File: src/rtl/exiv_regs.svh
// Register offsets, field positions, reset values and vector addresses of the interrupt block.
`ifndef EXIV_REGS_SVH
`define EXIV_REGS_SVH
`define EXIV_OFF_CTRL 8'h00
`define EXIV_OFF_ENABLE 8'h04
`define EXIV_OFF_FLAG 8'h08
`define EXIV_OFF_MASK 8'h0C
`define EXIV_OFF_ISTAT 8'h10
`define EXIV_OFF_IMASK 8'h14
`define EXIV_OFF_PINS 8'h18
`define EXIV_CTRL_SENSE_LOW 0
`define EXIV_CTRL_SENSE_HIGH 1
`define EXIV_CTRL_GIE 2
`define EXIV_EN_EXT 6
`define EXIV_EN_PC 5
`define EXIV_FLAG_EXT 6
`define EXIV_FLAG_PC 5
`define EXIV_NUM_PC 6
`define EXIV_VEC_RESET 4'h0
`define EXIV_VEC_EXT 4'h1
`define EXIV_VEC_PC 4'h2
`define EXIV_VEC_T1_CMPA 4'h3
`define EXIV_VEC_T1_OVF 4'h4
`define EXIV_VEC_T0_OVF 4'h5
`define EXIV_VEC_EEPROM 4'h6
`define EXIV_VEC_COMP 4'h7
`define EXIV_VEC_ADC 4'h8
`define EXIV_VEC_T1_CMPB 4'h9
`define EXIV_VEC_T0_CMPA 4'hA
`define EXIV_VEC_T0_CMPB 4'hB
`define EXIV_VEC_WDT 4'hC
`define EXIV_VEC_SER_START 4'hD
`define EXIV_VEC_SER_OVF 4'hE
`define EXIV_RESET_CTRL 8'h00
`endif

File: src/rtl/exiv_pkg.sv
// Types shared by the interrupt block modules.
package exiv_pkg;
  typedef enum logic [1:0] {
    EXIV_SENSE_LOW,
    EXIV_SENSE_ANY,
    EXIV_SENSE_FALL,
    EXIV_SENSE_RISE
  } exiv_sense_t;
  typedef enum logic [1:0] {
    EXIV_BUS_IDLE,
    EXIV_BUS_ACK
  } exiv_bus_t;
endpackage

File: src/rtl/exiv_det_if.sv
// Detector signals passed between the controller and its edge detector.
interface exiv_det_if;
  logic ext_pin;
  logic [5:0] pc_pins;
  logic [5:0] pc_mask;
  logic [1:0] sense;
  logic ext_event;
  logic ext_level;
  logic pc_event;
  modport ctrl (output ext_pin, output pc_pins, output pc_mask, output sense,
    input ext_event, input ext_level, input pc_event);
  modport det (input ext_pin, input pc_pins, input pc_mask, input sense,
    output ext_event, output ext_level, output pc_event);
endinterface

File: src/rtl/exiv_detect.sv
// Pin sampler that finds external pin edges, low levels and masked pin changes.
`include "exiv_regs.svh"
module exiv_detect
  import exiv_pkg::*;
(
  input wire logic sys_clk,
  input wire logic reset,
  exiv_det_if.det det
);
  typedef struct packed {
    logic ext_prev;
    logic [5:0] pc_prev;
  } exiv_det_state_t;
  exiv_det_state_t st_r;
  exiv_det_state_t st_nxt;
  logic [5:0] pc_hit;

  // Each pin compares its sample with the previous one under its mask bit.
  genvar gi;
  generate
    for (gi = 0; gi < `EXIV_NUM_PC; gi++) begin : g_pc
      assign pc_hit[gi] = det.pc_mask[gi] & (det.pc_pins[gi] ^ st_r.pc_prev[gi]);
    end
  endgenerate

  always_comb begin
    st_nxt = st_r;
    st_nxt.ext_prev = det.ext_pin;
    st_nxt.pc_prev = det.pc_pins;
  end

  always_ff @(posedge sys_clk) begin
    if (reset) begin
      st_r <= '{ext_prev: 1'b1, pc_prev: 6'h00};
    end else begin
      st_r <= st_nxt;
    end
  end

  // Pulses lasting one clock or more are caught by the sample compare.
  always_comb begin
    det.ext_event = 1'b0;
    case (exiv_sense_t'(det.sense))
      EXIV_SENSE_ANY: det.ext_event = det.ext_pin ^ st_r.ext_prev;
      EXIV_SENSE_FALL: det.ext_event = ~det.ext_pin & st_r.ext_prev;
      EXIV_SENSE_RISE: det.ext_event = det.ext_pin & ~st_r.ext_prev;
      default: det.ext_event = 1'b0;
    endcase
  end
  assign det.ext_level = (exiv_sense_t'(det.sense) == EXIV_SENSE_LOW) & ~det.ext_pin;
  assign det.pc_event = |pc_hit;
endmodule

File: src/rtl/exiv_ctrl.sv
// Interrupt vector controller with external pin and pin-change sources.
//
// Added by the designer: the register offsets and the Wishbone slave port.
`include "exiv_regs.svh"
module exiv_ctrl
  import exiv_pkg::*;
(
  input wire logic sys_clk,
  input wire logic reset,
  input wire logic [7:0] wb_adr_i,
  input wire logic [31:0] wb_dat_i,
  output logic [31:0] wb_dat_o,
  input wire logic wb_we_i,
  input wire logic [3:0] wb_sel_i,
  input wire logic wb_cyc_i,
  input wire logic wb_stb_i,
  output logic wb_ack_o,
  output logic wb_err_o,
  input wire logic ext_irq_pin,
  input wire logic [5:0] pin_change_inputs,
  input wire logic irq_taken,
  input wire logic [3:0] irq_taken_vector,
  output logic irq_req,
  output logic [3:0] irq_vector,
  output logic irq_out
);
  typedef struct packed {
    exiv_bus_t bus;
    logic [31:0] dat;
    logic err;
    logic [7:0] core_control_reg;
    logic ext_en;
    logic pc_en;
    logic ext_irq_flag;
    logic pin_change_flag;
    logic [5:0] pin_change_mask;
    logic [1:0] istat;
    logic [1:0] imask;
    logic req;
    logic [3:0] vec;
    logic irq;
  } exiv_state_t;
  exiv_state_t st_r;
  exiv_state_t st_nxt;
  exiv_det_if det_bus ();
  logic bus_req;
  logic wr;
  logic rd;
  logic mapped;
  logic [1:0] sense;
  logic ext_pending;
  logic pc_pending;
  logic gie;

  assign det_bus.ext_pin = ext_irq_pin;
  assign det_bus.pc_pins = pin_change_inputs;
  assign det_bus.pc_mask = st_r.pin_change_mask;
  assign det_bus.sense = sense;

  exiv_detect u_detect (
    .sys_clk(sys_clk),
    .reset(reset),
    .det(det_bus)
  );

  assign sense = {st_r.core_control_reg[`EXIV_CTRL_SENSE_HIGH],
    st_r.core_control_reg[`EXIV_CTRL_SENSE_LOW]};
  assign gie = st_r.core_control_reg[`EXIV_CTRL_GIE];
  assign bus_req = wb_cyc_i & wb_stb_i & (st_r.bus == EXIV_BUS_IDLE);
  assign wr = bus_req & wb_we_i & wb_sel_i[0];
  assign rd = bus_req & ~wb_we_i;
  assign mapped = (wb_adr_i == `EXIV_OFF_CTRL) | (wb_adr_i == `EXIV_OFF_ENABLE) |
    (wb_adr_i == `EXIV_OFF_FLAG) | (wb_adr_i == `EXIV_OFF_MASK) |
    (wb_adr_i == `EXIV_OFF_ISTAT) | (wb_adr_i == `EXIV_OFF_IMASK) |
    (wb_adr_i == `EXIV_OFF_PINS);
  // Low level asks directly; edge modes ask through the flag.
  assign ext_pending = (det_bus.ext_level | st_r.ext_irq_flag) & st_r.ext_en;
  assign pc_pending = st_r.pin_change_flag & st_r.pc_en;

  always_comb begin
    st_nxt = st_r;
    st_nxt.bus = EXIV_BUS_IDLE;
    st_nxt.dat = 32'h0000_0000;
    st_nxt.err = 1'b0;
    if (bus_req) begin
      st_nxt.bus = EXIV_BUS_ACK;
      st_nxt.err = ~mapped;
    end
    // Hardware clears on handler entry or write-one; a new event wins afterwards.
    if (irq_taken && irq_taken_vector == `EXIV_VEC_EXT) begin
      st_nxt.ext_irq_flag = 1'b0;
    end
    if (irq_taken && irq_taken_vector == `EXIV_VEC_PC) begin
      st_nxt.pin_change_flag = 1'b0;
    end
    if (wr) begin
      case (wb_adr_i)
        `EXIV_OFF_CTRL: st_nxt.core_control_reg = wb_dat_i[7:0];
        `EXIV_OFF_ENABLE: begin
          st_nxt.ext_en = wb_dat_i[`EXIV_EN_EXT];
          st_nxt.pc_en = wb_dat_i[`EXIV_EN_PC];
        end
        `EXIV_OFF_FLAG: begin
          if (wb_dat_i[`EXIV_FLAG_EXT]) begin
            st_nxt.ext_irq_flag = 1'b0;
          end
          if (wb_dat_i[`EXIV_FLAG_PC]) begin
            st_nxt.pin_change_flag = 1'b0;
          end
        end
        `EXIV_OFF_MASK: st_nxt.pin_change_mask = wb_dat_i[5:0];
        `EXIV_OFF_IMASK: st_nxt.imask = wb_dat_i[1:0];
        default: st_nxt.core_control_reg = st_r.core_control_reg;
      endcase
    end
    if (rd) begin
      case (wb_adr_i)
        `EXIV_OFF_CTRL: st_nxt.dat = {24'h000000, st_r.core_control_reg};
        `EXIV_OFF_ENABLE: begin
          st_nxt.dat[`EXIV_EN_EXT] = st_r.ext_en;
          st_nxt.dat[`EXIV_EN_PC] = st_r.pc_en;
        end
        `EXIV_OFF_FLAG: begin
          st_nxt.dat[`EXIV_FLAG_EXT] = st_r.ext_irq_flag;
          st_nxt.dat[`EXIV_FLAG_PC] = st_r.pin_change_flag;
        end
        `EXIV_OFF_MASK: st_nxt.dat = {26'h0000000, st_r.pin_change_mask};
        `EXIV_OFF_ISTAT: begin
          st_nxt.dat = {30'h0, st_r.istat};
          st_nxt.istat = 2'h0;
        end
        `EXIV_OFF_IMASK: st_nxt.dat = {30'h0, st_r.imask};
        `EXIV_OFF_PINS: st_nxt.dat = {25'h0, pin_change_inputs, ext_irq_pin};
        default: st_nxt.dat = 32'h0000_0000;
      endcase
    end
    // Sets are applied after the entry and write-one clears so an event in the clear cycle is kept.
    if (det_bus.ext_event) begin
      st_nxt.ext_irq_flag = 1'b1;
      st_nxt.istat[0] = 1'b1;
    end
    if (det_bus.pc_event) begin
      st_nxt.pin_change_flag = 1'b1;
      st_nxt.istat[1] = 1'b1;
    end
    if (det_bus.ext_level) begin
      st_nxt.istat[0] = 1'b1;
    end
    // The flag never holds in level mode.
    if (st_nxt.core_control_reg[1:0] == 2'b00) begin
      st_nxt.ext_irq_flag = 1'b0;
    end
    st_nxt.irq = |(st_nxt.istat & st_nxt.imask);
    // Fixed priority: lower vector address first.
    st_nxt.req = gie & (ext_pending | pc_pending);
    if (ext_pending) begin
      st_nxt.vec = `EXIV_VEC_EXT;
    end else if (pc_pending) begin
      st_nxt.vec = `EXIV_VEC_PC;
    end else begin
      st_nxt.vec = `EXIV_VEC_RESET;
    end
  end

  always_ff @(posedge sys_clk) begin
    if (reset) begin
      st_r <= '{bus: EXIV_BUS_IDLE, dat: 32'h0000_0000, err: 1'b0,
        core_control_reg: `EXIV_RESET_CTRL, ext_en: 1'b0, pc_en: 1'b0,
        ext_irq_flag: 1'b0, pin_change_flag: 1'b0, pin_change_mask: 6'h00,
        istat: 2'h0, imask: 2'h0, req: 1'b0, vec: 4'h0, irq: 1'b0};
    end else begin
      st_r <= st_nxt;
    end
  end

  assign wb_ack_o = (st_r.bus == EXIV_BUS_ACK);
  assign wb_dat_o = st_r.dat;
  assign wb_err_o = st_r.err;
  assign irq_req = st_r.req;
  assign irq_vector = st_r.vec;
  assign irq_out = st_r.irq;
endmodule

File: config.mk
export PLATFORM = sky130hd
export DESIGN_NAME = exiv_ctrl
export DESIGN_NICKNAME = d
export VERILOG_FILES = /design/src/rtl/exiv_pkg.sv /design/src/rtl/exiv_det_if.sv /design/src/rtl/exiv_detect.sv /design/src/rtl/exiv_ctrl.sv
export VERILOG_INCLUDE_DIRS = /design/src /design/src/rtl
export SDC_FILE = /design/constraint.sdc
export NUM_CORES = 1
export LEC_CHECK = 0
export BUFFER_PORTS_ARGS = -buffer_cell sky130_fd_sc_hd__buf_2
export CAP_MARGIN = 5
export CORE_AREA = 4 4 73 75
export CTS_BUF_LIST = sky130_fd_sc_hd__clkbuf_4
export CTS_CLUSTER_DIAMETER = 200
export CTS_CLUSTER_SIZE = 20
export DETAILED_ROUTE_END_ITERATION = 7
export DIE_AREA = 0 0 77 79
export PLACE_DENSITY = 0.91
export SKIP_LAST_GASP = 1
export SYNTH_ARGS = -nofsm -noshare
export SYNTH_HDL_FRONTEND = slang
export SYNTH_HIERARCHICAL = 1
export SYNTH_SLANG_ARGS = --single-unit
File: constraint.sdc
create_clock -name sys_clk -period 2.1 [get_ports sys_clk]
set_input_delay 0.105 -clock sys_clk [delete_from_list [all_inputs] [get_ports sys_clk]]
set_output_delay 0.105 -clock sys_clk [all_outputs]
set_load 0.05 [all_outputs]
==> results.txt, run 1 <==
The flow ran to the end, and the final reports show no timing, DRC or antenna violations. The cell taking the most area after synthesis is sky130_fd_sc_hd__dfxtp_1. The combined buffer and inverter count along the critical path is 0.

After Yosys synthesis, and, or, nand and nor cells account for 21.6% of the synthesized area. Ranked by total cell area, the synthesized netlist is headed by sky130_fd_sc_hd__dfxtp_1 (39%), sky130_fd_sc_hd__buf_4 (12%), sky130_fd_sc_hd__mux2i_1 (8.7%). The floorplan step set the die width to 77 um. The post-placement cell area came out at 2350 um2. The power per standard cell area is 601 nW/um2.

The final number of max-transition violations was 0. The flip-flop and latch count after synthesis came out at 43. Pin placement for this block handled 101 I/O pins. Grouping stages by cell kind, the critical path spends the most delay in simple AND/OR/NAND/NOR gates. The number of synthesis warnings came out at 6.

The final number of setup-violating endpoints came out at 0. The number of CTS-inserted buffers is 5. The worst ir drop on vdd is 0.342 mV. The detailed-route wire length is 4.93 mm. The data required time at the worst endpoint came out at 2.33 ns. TritonCTS built the clock tree. The number of enable flip-flop cells after synthesis came out at 0. The cell count after synthesis is 238. The summed area of non-filler cells in the final layout came out at 2440 um2. The critical-path maximum fanout came out at 4. The number of remaining DRC errors came out at 0. The worst setup path is captured at a register. The first global-routing pass estimated 8.03 mm of wire. Once detailed placement completed, the half-perimeter wirelength came to 3.84 mm. The post-synthesis compound-gate area fraction is 10.9%. In this run, post-CTS repair resized a total of 0 instances. Clock latency on the worst-skew pair, taken at its later pin, is 0.35 ns. The relative area change from synthesis to final layout came out at 11.3%. The final cycle utilization of the critical path is 88.2%. STA classifies the critical path startpoint as a register. The multiplexer share of the synthesized area is 10.2%. At the end of routability-driven placement, the weighted congestion stood at 0.867. The final layout contains 348 nets. The xor and xnor fraction of the mapped netlist area came out at 2.39%. The top cell type by area accounts for 39.2% of the synthesized area. Summing every instance area after synthesis gives 2200 um2.

The count of input and output buffers is 47. 0 antenna diodes ended up in the layout. Dividing the detail-routed wire length by the instance count gives 14.5 um. CTS placed an instance of sky130_fd_sc_hd__clkbuf_4 at the clock tree root.

The predominant post-synthesis flop cell is sky130_fd_sc_hd__dfxtp_1. The maximum clock rate is 0.540 GHz. The library cell contributing the largest single delay on the critical path is sky130_fd_sc_hd__or4_1. The static leakage is 1.15 nW. The via total after detailed routing is 1,770. The H-tree level count is 2.

The minimum clock period after layout is 1.85 ns. After clock tree synthesis, the clock-pin slew on the worst setup and hold paths is 0.12 ns. The mean number of vias per cell is 5.21. The pin count of the biggest net entering global routing is 35. The number of hold violations in the final report is 0.

The ratio of cells with drive above 1 in the final layout came out at 25.9%. Clock tree synthesis found a total of 43 sinks. The detailed router finished its first iteration with 166 violations. The total negative setup slack came out at 0 ns.

The die is 79 um tall. The row count is 25. The measured slew at the worst slew-check pin is 0.489 ns. The total die area came out at 6080 um2. After synthesis, the largest family of logic cells by area is simple AND/OR/NAND/NOR gates.

The share of synthesized flip-flops with an asynchronous set or reset is 0%. The critical path goes through or4bb_1 > or4_1 > a21oi_1 > o32ai_2. On the worst path, the slowest cell contributes a delay of 0.54 ns. In the synthesized netlist, the cells that appear most often are sky130_fd_sc_hd__dfxtp_1 (43), sky130_fd_sc_hd__buf_4 (36), sky130_fd_sc_hd__nor2_1 (34).

The fraction of the mapped netlist area in adder cells is 1.14%. The critical path is of the register to register type. The clock passes through at most 2 buffers. Power comes to 1.47 mW. The effective utilization at floorplan came out at 47.1%. After floorplanning, the core was sized to cover 4660 um2. Setup repair after global routing left no endpoint under its margin. For this run the aggregate overflow at the end of global routing stands at 0. The data arrival time at the worst-slack endpoint is 2.08 ns. The share of the yosys chip area belonging to registers came out at 39.2%.

The initial antenna violation count is 0. Across the run, the number of max-cap violations was 0. The number of setup buffers added after CTS is 0. In the global route stage, overall resource usage came out at 16.5%.

The worst pin sits at a relative slew slack of 67.1%. The tightest min-delay check is of the input port to register type. The final clock skew came out at 0.0158 ns. The synthesized area divided by synthesized cell count is 9.23 um2. Synthesis instantiated 50 different standard cells from the library. The detail route stage leaves a number of antenna-violating nets equal to 0. The iteration count of the initial detailed-routing pass is 4.

The via count of the first global-routing pass is 1,793. The most common cell in the synthesized netlist is sky130_fd_sc_hd__dfxtp_1.
## power by group
| part | internal [mW] | switching, mW |
|---|---|---|
| clock | 0.137 | 0.256 |
| combinational | 0.0625 | 0.185 |
| sequential | 0.826 | 0.00430 |
| total | 1.03 | 0.445 |
## final timing paths
kind,slack [ns],startpoint,end,cells after the start
hold / removal,0.01,pin_change_inputs[2],u_detect/st_r[2],2
hold reg to reg,0.51,st_r[27],st_r[27],2
setup / recovery,0.25,st_r[61],irq_out,4
setup reg to reg,0.25,st_r[61],irq_out,4
## stage by stage
stage          setup slack (ns)  hold slack [ns]  utilization (%)  std cells
6_report                  0.249           0.0111             52.5        340
5_1_grt                   0.201          0.00211             52.5        340
4_1_cts                   0.246          0.00200             52.5        340
3_5_place_dp              0.149            0.366             50.5        328
3_3_place_gp              0.166            0.347             50.5        328
2_1_floorplan             0.192            0.177                -        263
## layout by cell type (no fill, tap or decap), types with 4 or more instances in the layout
master,synthesis,final
sky130_fd_sc_hd__nor2b_1,11,11
sky130_fd_sc_hd__o21ai_0,4,4
sky130_fd_sc_hd__conb_1,1,26
sky130_fd_sc_hd__a31oi_1,4,4
sky130_fd_sc_hd__buf_4,36,8
sky130_fd_sc_hd__dfxtp_1,43,43
sky130_fd_sc_hd__xor2_1,6,6
sky130_fd_sc_hd__nand2_1,7,7
sky130_fd_sc_hd__clkbuf_4,0,6
sky130_fd_sc_hd__mux2i_1,19,19
sky130_fd_sc_hd__nor2_1,34,34
sky130_fd_sc_hd__inv_1,4,4
sky130_fd_sc_hd__buf_2,1,47
sky130_fd_sc_hd__dlygate4sd3_1,0,4
sky130_fd_sc_hd__a22oi_1,8,8
## registers in the layout, summed over array words and instances, names as in the netlist
register         cells
wb_dat_o             8
u_detect/st_r        7
irq_out              1
irq_vector           2
irq_req              1
det_bus.pc_mask      6
st_r                14
wb_err_o             1
gie                  1
det_bus.sense        2
## cell type report
type	count	area, um2
inverters	4	15.0
clock buffers	6	45.0
well taps	54	67.6
fillers	425	2220
repair buffers	59	335
clock inverters	2	7.51
multi-input cells	172	1110
flip-flops and latches	43	861
## repair_timing
item | in CTS | in global routing
endpoints found under the setup margin | 0 | 0
hold buffers | 4 | 0
endpoints found under the hold margin | 5 | 0
## routing by layer
layer,vias up,wire (um),GRT usage (%)
li1,853,-,-
met1,813,1970,18.9
met2,85,2350,27.7
met3,19,412,4.88
met4,0,197,9.07
met5,-,0,0
## cells by family after synthesis
family,after synthesis
XOR/XNOR,6
flip-flops,43
buffers and inverters,48
AO/OA/AOI/OAI,33
other,1
adder cells (fa/ha/maj),2
multiplexers,22
AND/OR/NAND/NOR,83
Note: power is estimated with default switching activity, not from simulation.
==> run 2, diff against run 1 <==
--- a/config.mk
+++ b/config.mk
@@ -15,6 +15,7 @@
 export DETAILED_ROUTE_END_ITERATION = 7
 export DIE_AREA = 0 0 77 79
 export PLACE_DENSITY = 0.91
+export REMOVE_ABC_BUFFERS = 1
 export SKIP_LAST_GASP = 1
 export SYNTH_ARGS = -nofsm -noshare
 export SYNTH_HDL_FRONTEND = slang
==> run 2 against run 1 <==
Critical path depth stayed put. Fmax rose by 2.8%. Clock power grew 30%. Largest cell class unchanged. Critical endpoint unchanged. Cell count did not move. Worst setup slack improved by 0.051 ns. Via count decreased by 0.51%. Combinational power about the same. First-iteration DRC count grew 10%. Power up 8.0%.
==> results.txt, run 2 (synthesis results as in run 1) <==
The library cells used most frequently in the layout, excluding fill and tap cells, are sky130_fd_sc_hd__buf_2 (47), sky130_fd_sc_hd__dfxtp_1 (43), sky130_fd_sc_hd__nor2_1 (34). The met3 usage is 5.10% (+0.23 points). The flip-flop count of the largest register after layout is 14 (unchanged).

The largest buffer count on any clock path is 2 (unchanged). The run finished with clean final reports. The remaining number of nets flagged by the antenna check after routing is 0 (unchanged). The average wire per standard cell came out at 14.2 um (-1.7%). The ratio of cells with drive above 1 in the final layout is 25.5% (-0.35 points). The minimum hold slack came out at 0.0143 ns (+0.00321 ns). The final number of max-transition violations came out at 0 (unchanged). The die width came to 77 um (unchanged).

The number of nets at the end of the flow came out at 348 (unchanged). The placer's final routability congestion estimate is 0.839 (-3.2%). The worst setup path is launched from a register. The iteration count of the initial detailed-routing pass came out at 4 (unchanged).

The clock transition at the registers of the reported paths was 0.13 ns (about the same). Setup repair after global routing left no endpoint under its margin. The data arrival time at the worst-slack endpoint is 2.05 ns (-0.03 ns). The number of clock sinks seen by CTS came to 43 (unchanged).

The number of max-capacitance violations reported is 0 (unchanged). The detailed-route wire length is 4.84 mm (-1.7%). The row count is 25 (unchanged). The static leakage is 1.16 nW (+0.90%). The root buffer cell chosen for the clock tree is sky130_fd_sc_hd__clkbuf_4. The initial antenna violation count came out at 0 (unchanged). The final number of setup-violating endpoints is 0 (unchanged). The number of hold violations in the final report is 0 (unchanged). The data required time at the worst endpoint is 2.35 ns (+0.02 ns). The number of remaining DRC errors came to 0 (unchanged). TritonCTS built the clock tree. The largest incremental delay on the critical path is 0.52 ns (-0.02 ns). The via total after detailed routing is 1,761 (-0.51%). STA classifies the critical path endpoint as a register. The worst hold path class is input port to register. The first-pass GRT wire length is 7.86 mm (-2.1%). The number of inserted filler cells in the final layout came out at 422 (-0.71%). The busiest metal layer after global routing is met2.

The antenna cell count is 0 (unchanged). The power per standard cell area came out at 642 nW/um2 (+6.8%). The via count of the first global-routing pass is 1,733 (-3.3%).

The worst ir drop on vdd was 0.247 mV (-28%). The violation count after the first detailed-routing iteration was 183 (+10%). The worst hold path depth is 2 (unchanged). The final cycle utilization of the critical path came out at 85.7% (-2.4 points). The met2 track utilization from global routing came to 28.6% (+0.87 points). The critical-path maximum fanout was 4 (unchanged).

The endpoint identified for the worst register-to-register timing path is irq_out. The worst hold path begins at ext_irq_pin. The vertical die dimension came out at 79 um (unchanged). The count of input and output buffers is 47 (unchanged).

The worst-skew pair later-pin latency is 0.36 ns (about the same). The pin count of the biggest net entering global routing came out at 35 (unchanged). The slowest stage of the critical path belongs to the cell sky130_fd_sc_hd__or4_1.

The HPWL after detailed placement came to 3.84 mm (about the same). The H-tree level count is 2 (unchanged). The met1 usage in global routing came out at 18.7% (-0.16 points). The mean number of vias per cell came to 5.18 (-0.51%). The minimum clock period after layout is 1.80 ns (-0.0509 ns). The worst setup path is of the register to register kind. The total negative setup slack came out at 0 ns (unchanged). The library cell used most frequently in the layout, excluding fill and tap cells, is sky130_fd_sc_hd__buf_2. The path with the worst hold slack has its endpoint at u_detect/st_r[6]. The effective utilization at floorplan is 47.1% (unchanged).

The area growth from synthesis to layout is 12.6%. The final clock skew is 0.0104 ns (-0.00532 ns). The path depth of the worst reg2reg path is 4 (unchanged). The startpoint identified for the worst register-to-register timing path is st_r[61].

The maximum clock rate was 0.555 GHz (+2.8%). The worst setup slack for register-to-register paths is 0.30 ns (+0.05 ns). The largest register by flop count is st_r. The sum of overflow across all layers after global routing came out at 0 (unchanged). The overall routing resource usage came to 16.5% (about the same). The total die area came out at 6080 um2 (unchanged). The number of CTS-inserted buffers was 5 (unchanged). The area of the core is 4660 um2 (unchanged). The I/O pin count is 101 (unchanged). The quantity of gates resized following cts came out at 0 (unchanged). The critical path goes through or4bb_1 > or4_1 > a21oi_1 > o32ai_2.
[run 2: report_power, final]
part	internal (mW)	switching, mW	total [mW]
combinational	0.0625	0.186	0.248
sequential	0.826	0.00480	0.831
clock	0.245	0.265	0.510
total	1.13	0.456	1.59
[run 2: worst max-delay path: cells and delay by family (launching register included)]
family / cells / cell delay [ns]
AND/OR/NAND/NOR: 2 / 1.00
flip-flops: 1 / 0.35
AO/OA/AOI/OAI: 2 / 0.35
[run 2: repair_timing]
item | 4_1_cts | 5_1_grt
endpoints found under the hold margin | 7 | 0
hold buffers | 6 | 0
setup buffers | 0 | 0
[run 2: area by class of cell]
type | instances | area (um2) | share of cell area, %
clock buffers | 5 | 37.5 | 1.52
clock inverters | 3 | 38.8 | 1.57
inverters | 4 | 15.0 | 0.607
multi-input cells | 172 | 1110 | 45.0
flip-flops and latches | 43 | 861 | 34.8
well taps | 54 | 67.6 | 2.73
repair buffers | 59 | 340 | 13.8
[run 2: how the worst max path moves through the flow]
stage | startpoint | endpoint | slack, ns | cells after the start
6_report | st_r[61] | irq_out | 0.30 | 4
5_1_grt | st_r[61] | irq_out | 0.21 | 4
4_1_cts | st_r[61] | irq_out | 0.30 | 4
3_5_place_dp | wb_adr_i[0] | irq_out | 0.14 | 6
3_3_place_gp | wb_adr_i[0] | irq_out | 0.21 | 6
2_1_floorplan | st_r[61] | st_r[17] | 0.13 | 5
[run 2: stage by stage]
stage / util [%] / cell area [um2] / instances / setup slack, ns / power, mW
2_1_floorplan: - / 1990 / 219 / 0.134 / 1.00
3_3_place_gp: 50.1 / 2340 / 326 / 0.211 / 1.08
3_5_place_dp: 50.1 / 2340 / 326 / 0.142 / 1.09
4_1_cts: 53.1 / 2470 / 340 / 0.300 / 1.60
5_1_grt: 53.1 / 2470 / 340 / 0.214 / 1.65
6_report: 53.1 / 2470 / 340 / 0.300 / 1.59
[run 2: metal layers]
layer	wire, um	vias up
met5	0	-
met4	105	0
met3	419	14
met2	2430	78
met1	1890	812
li1	-	857
==> run 3, diff against run 2 <==
--- a/config.mk
+++ b/config.mk
@@ -14,10 +14,9 @@
 export CTS_CLUSTER_SIZE = 20
 export DETAILED_ROUTE_END_ITERATION = 7
 export DIE_AREA = 0 0 77 79
-export PLACE_DENSITY = 0.91
+export PLACE_DENSITY = 0.92
 export REMOVE_ABC_BUFFERS = 1
 export SKIP_LAST_GASP = 1
 export SYNTH_ARGS = -nofsm -noshare
 export SYNTH_HDL_FRONTEND = slang
-export SYNTH_HIERARCHICAL = 1
 export SYNTH_SLANG_ARGS = --single-unit
==> run 3 against run 2 <==
Cell area up 1.7%. Routed wire length up 12%. Clock-buffer cell count unchanged. Critical path type unchanged. Cell count up 4.1%. Sequential share of layout area down 0.59 points. Critical endpoint is now wb_dat_o[0]. Via count up 12%. Power down 0.51%.
==> results.txt, run 3 <==
The antenna cell count came to 0 (unchanged). The flip-flop and latch count after synthesis was 43 (unchanged). The worst ir drop on vdd is 0.268 mV (+8.7%).

The flip-flop count of the largest register after layout came out at 14 (unchanged). The worst setup slack for register-to-register paths came out at 0.28 ns (-0.02 ns). Setup repair after global routing left no endpoint under its margin. The relative area change from synthesis to final layout came out at 12.0%. In this run the most critical hold path is launched from pin_change_inputs[2]. The worst setup path is launched from a register. The final number of setup-violating endpoints came out at 0 (unchanged). The number of clock sinks seen by CTS is 43 (unchanged). The worst hold path belongs to the class input port to register. The pre-CTS worst setup slack came to 0.107 ns (-0.0349 ns). The HPWL after detailed placement was 4.16 mm (+8.2%). The path depth of the worst reg2reg path was 5 (+1). The multiplexer share of the synthesized area is 6.30% (-3.9 points).

The largest incremental delay on the critical path was 0.41 ns (-0.11 ns). The ratio of cells with drive above 1 in the final layout is 25.3% (-0.19 points). The fraction of post-synthesis cell area in the top cell type by area came out at 38.3% (-0.85 points). Among all flip-flop cells after synthesis, the most frequent one is sky130_fd_sc_hd__dfxtp_1.

The simple-gate area share of the yosys netlist was 20.2% (-1.4 points). The detailed-route wire length is 5.45 mm (+12%). The number of synthesis warnings is 0 (-6). The synthesized area divided by synthesized cell count is 8.84 um2 (-4.2%). The measured slew at the worst slew-check pin is 0.562 ns. The number of hold violations in the final report is 0 (unchanged). The critical path in this run is classified as register to register. The share of synthesized flip-flops with an asynchronous set or reset came out at 0% (unchanged). The worst hold path depth is 2 (unchanged). The number of max-capacitance violations reported is 0 (unchanged). The average wire per standard cell came to 15.4 um (+8.0%). The maximum clock rate is 0.550 GHz (-1.0%). The number of remaining DRC errors is 0 (unchanged). The effective utilization at floorplan came to 48.2% (+1.0 points). The overall routing resource usage came out at 18.0% (+1.6 points). The worst setup path is captured at a register.

The data arrival time at the worst-slack endpoint is 2.09 ns (+0.04 ns). The final cycle utilization of the critical path is 86.6% (+0.90 points). The number of enable flip-flop cells after synthesis came out at 0 (unchanged).

The H-tree level count is 2 (unchanged). Headroom to the max-slew limit came out at 62.4%. The power after layout came out at 1.58 mW (-0.51%). The sum of overflow across all layers after global routing came out at 0 (unchanged). The row count came to 25 (unchanged).

The final number of max-transition violations came out at 0 (unchanged). The initial antenna violation count is 0 (unchanged). The flow ran to the end, and the final reports show no timing, DRC or antenna violations. The mean number of vias per cell is 5.56 (+7.3%). The combined buffer and inverter count along the critical path is 1 (+1). The share of the yosys chip area belonging to registers came out at 38.3% (-0.85 points).

Traced cell by cell, the critical path runs through nand3b_1 > buf_4 > nor3_1 > o211ai_1 > a21oi_1. The clock transition at the registers of the reported paths is 0.13 ns (about the same). The first-pass GRT wire length is 8.75 mm (+11%).

The number of CTS-inserted buffers is 5 (unchanged). The pin count of the biggest net entering global routing came out at 36 (+2.9%). The power per standard cell area is 628 nW/um2 (-2.2%). The final clock skew came to 0.0119 ns (+0.00145 ns).

The number of inserted filler cells in the final layout came to 437 (+3.6%). Sorting the synthesized cells by area gives the leading types as sky130_fd_sc_hd__dfxtp_1 (38%), sky130_fd_sc_hd__buf_4 (12%), sky130_fd_sc_hd__mux2i_1 (5.8%). For hold timing, the worst endpoint is u_detect.st_r[2]. The minimum clock period after layout came out at 1.82 ns (+0.0188 ns). The total die area came out at 6080 um2 (unchanged). The library cell contributing the largest single delay on the critical path is sky130_fd_sc_hd__nor3_1. The cell count after synthesis came to 254 (+6.7%). The worst-skew pair later-pin latency is 0.35 ns (about the same). After synthesis, the largest family of logic cells by area is simple AND/OR/NAND/NOR gates.

The final critical-path setup slack is 0.281 ns (-0.0188 ns). Leaving out fill and tap cells, the most frequent cell in the layout is sky130_fd_sc_hd__buf_2. The area of the core was 4660 um2 (unchanged). The fraction of the mapped netlist area in adder cells came to 1.11% (-0.025 points).

The top cell types in the final layout, fill and taps aside, are sky130_fd_sc_hd__buf_2 (47), sky130_fd_sc_hd__dfxtp_1 (43), sky130_fd_sc_hd__conb_1 (26). The kind of cell with the highest combined delay along the critical path is simple AND/OR/NAND/NOR gates. The root cell of the clock tree is sky130_fd_sc_hd__clkbuf_4.

The vertical die dimension is 79 um (unchanged). The largest buffer count on any clock path came out at 2 (unchanged). st_r holds more flip-flops than any other register.

The number of nets at the end of the flow is 362 (+4.0%). The remaining number of nets flagged by the antenna check after routing was 0 (unchanged). The post-synthesis compound-gate area fraction came out at 16.3% (+5.4 points). The die width was 77 um (unchanged). TritonCTS built the clock tree. The count of input and output buffers is 47 (unchanged). Counting instances in the post-synthesis netlist gives the leading cell types as sky130_fd_sc_hd__dfxtp_1 (43), sky130_fd_sc_hd__buf_4 (36), sky130_fd_sc_hd__a21oi_1 (15), sky130_fd_sc_hd__nor2_1 (15), sky130_fd_sc_hd__o21ai_0 (14). The violation count after the first detailed-routing iteration is 183 (unchanged). The I/O pin count came out at 101 (unchanged). The xor and xnor fraction of the mapped netlist area is 2.34% (-0.052 points). The via count of the first global-routing pass is 1,917 (+11%).

In this run the critical register-to-register path is captured at wb_dat_o[0]. The data required time at the worst endpoint is 2.37 ns (+0.02 ns). The post-CTS setup buffer count is 0 (unchanged). The post-synth design cell area is 2250 um2 (+2.2%). The number of unique standard cell types used by synthesis is 47 (-6.0%). The launching point of the worst reg2reg path is st_r[61].

The cell taking the most area after synthesis is sky130_fd_sc_hd__dfxtp_1. The static leakage came out at 1.02 nW (-12%). The placer's final routability congestion estimate came out at 0.908 (+8.2%). The via total after detailed routing came out at 1,968 (+12%). The critical-path maximum fanout is 8 (+4). The iteration count of the initial detailed-routing pass is 4 (unchanged). sky130_fd_sc_hd__dfxtp_1 is the most common cell in the netlist.
## run 3: changes by cell type after synthesis, moves of 3 or more
cell,before,now
sky130_fd_sc_hd__a22o_1,1,4
sky130_fd_sc_hd__o21ai_0,4,14
sky130_fd_sc_hd__nand3_1,3,6
sky130_fd_sc_hd__nor4_1,3,6
sky130_fd_sc_hd__nand4b_1,3,0
sky130_fd_sc_hd__a31oi_1,4,1
sky130_fd_sc_hd__clkbuf_1,6,9
sky130_fd_sc_hd__nor2_1,34,15
sky130_fd_sc_hd__nand2b_1,2,7
sky130_fd_sc_hd__and3_1,0,3
sky130_fd_sc_hd__mux2i_1,19,13
sky130_fd_sc_hd__a21oi_1,3,15
## run 3: cells by family (layout without fill, tap and decap cells)
family / Yosys count / after routing
AO/OA/AOI/OAI: 56 / 56
XOR/XNOR: 6 / 6
adder cells (fa/ha/maj): 2 / 2
buffers and inverters: 53 / 74
flip-flops: 43 / 43
multiplexers: 14 / 14
other: 1 / 26
AND/OR/NAND/NOR: 79 / 79
## run 3: layout make-up
| cell class | instances | area (um2) | share of cell area, % |
|---|---|---|---|
| inverters | 4 | 15.0 | 0.597 |
| multi-input cells | 183 | 1140 | 45.5 |
| repair buffers | 62 | 353 | 14.0 |
| flip-flops and latches | 43 | 861 | 34.2 |
| clock inverters | 3 | 38.8 | 1.54 |
| clock buffers | 5 | 37.5 | 1.49 |
| well taps | 54 | 67.6 | 2.69 |
## run 3: per-stage QoR
step | cell area, um2 | instances | hold slack [ns] | utilization, % | TNS [ns]
3_3_place_gp | 2420 | 344 | 0.352 | 51.9 | 0
2_1_floorplan | 2010 | 230 | 0.171 | - | -5.08
3_5_place_dp | 2420 | 344 | 0.359 | 51.9 | 0
4_1_cts | 2520 | 354 | 0.00992 | 54.0 | 0
5_1_grt | 2520 | 354 | 0.000346 | 54.0 | 0
6_report | 2520 | 354 | 0.0146 | 54.0 | 0
## run 3: worst max path at each step
stage	to	from	cells after the start	slack, ns
2_1_floorplan	st_r[17]	st_r[61]	4	-0.69
3_3_place_gp	irq_out	wb_adr_i[5]	5	0.1
3_5_place_dp	irq_out	wb_adr_i[5]	5	0.11
4_1_cts	wb_dat_o[0]	st_r[61]	5	0.29
5_1_grt	wb_dat_o[4]	st_r[61]	5	0.05
6_report	wb_dat_o[0]	st_r[61]	5	0.28
## run 3: metal layers
metal / routed length (um) / part of all wire (%) / GRT usage, %
met2: 2630 / 48 / 30.9
met1: 2130 / 39 / 20.8
met3: 477 / 8.8 / 5.10
met5: 0 / 0 / 0
met4: 206 / 3.8 / 8.72
## run 3: power breakdown
| part | switching (mW) | internal [mW] | leakage, nW |
|---|---|---|---|
| clock network | 0.259 | 0.245 | 0.0426 |
| registers | 0.00475 | 0.826 | 0.349 |
| logic | 0.185 | 0.0603 | 0.629 |
## run 3: what timing repair did
action | in CTS | in global routing
endpoints found under the hold margin | 2 | 0
hold buffers | 2 | 0
resized for setup | 0 | 0
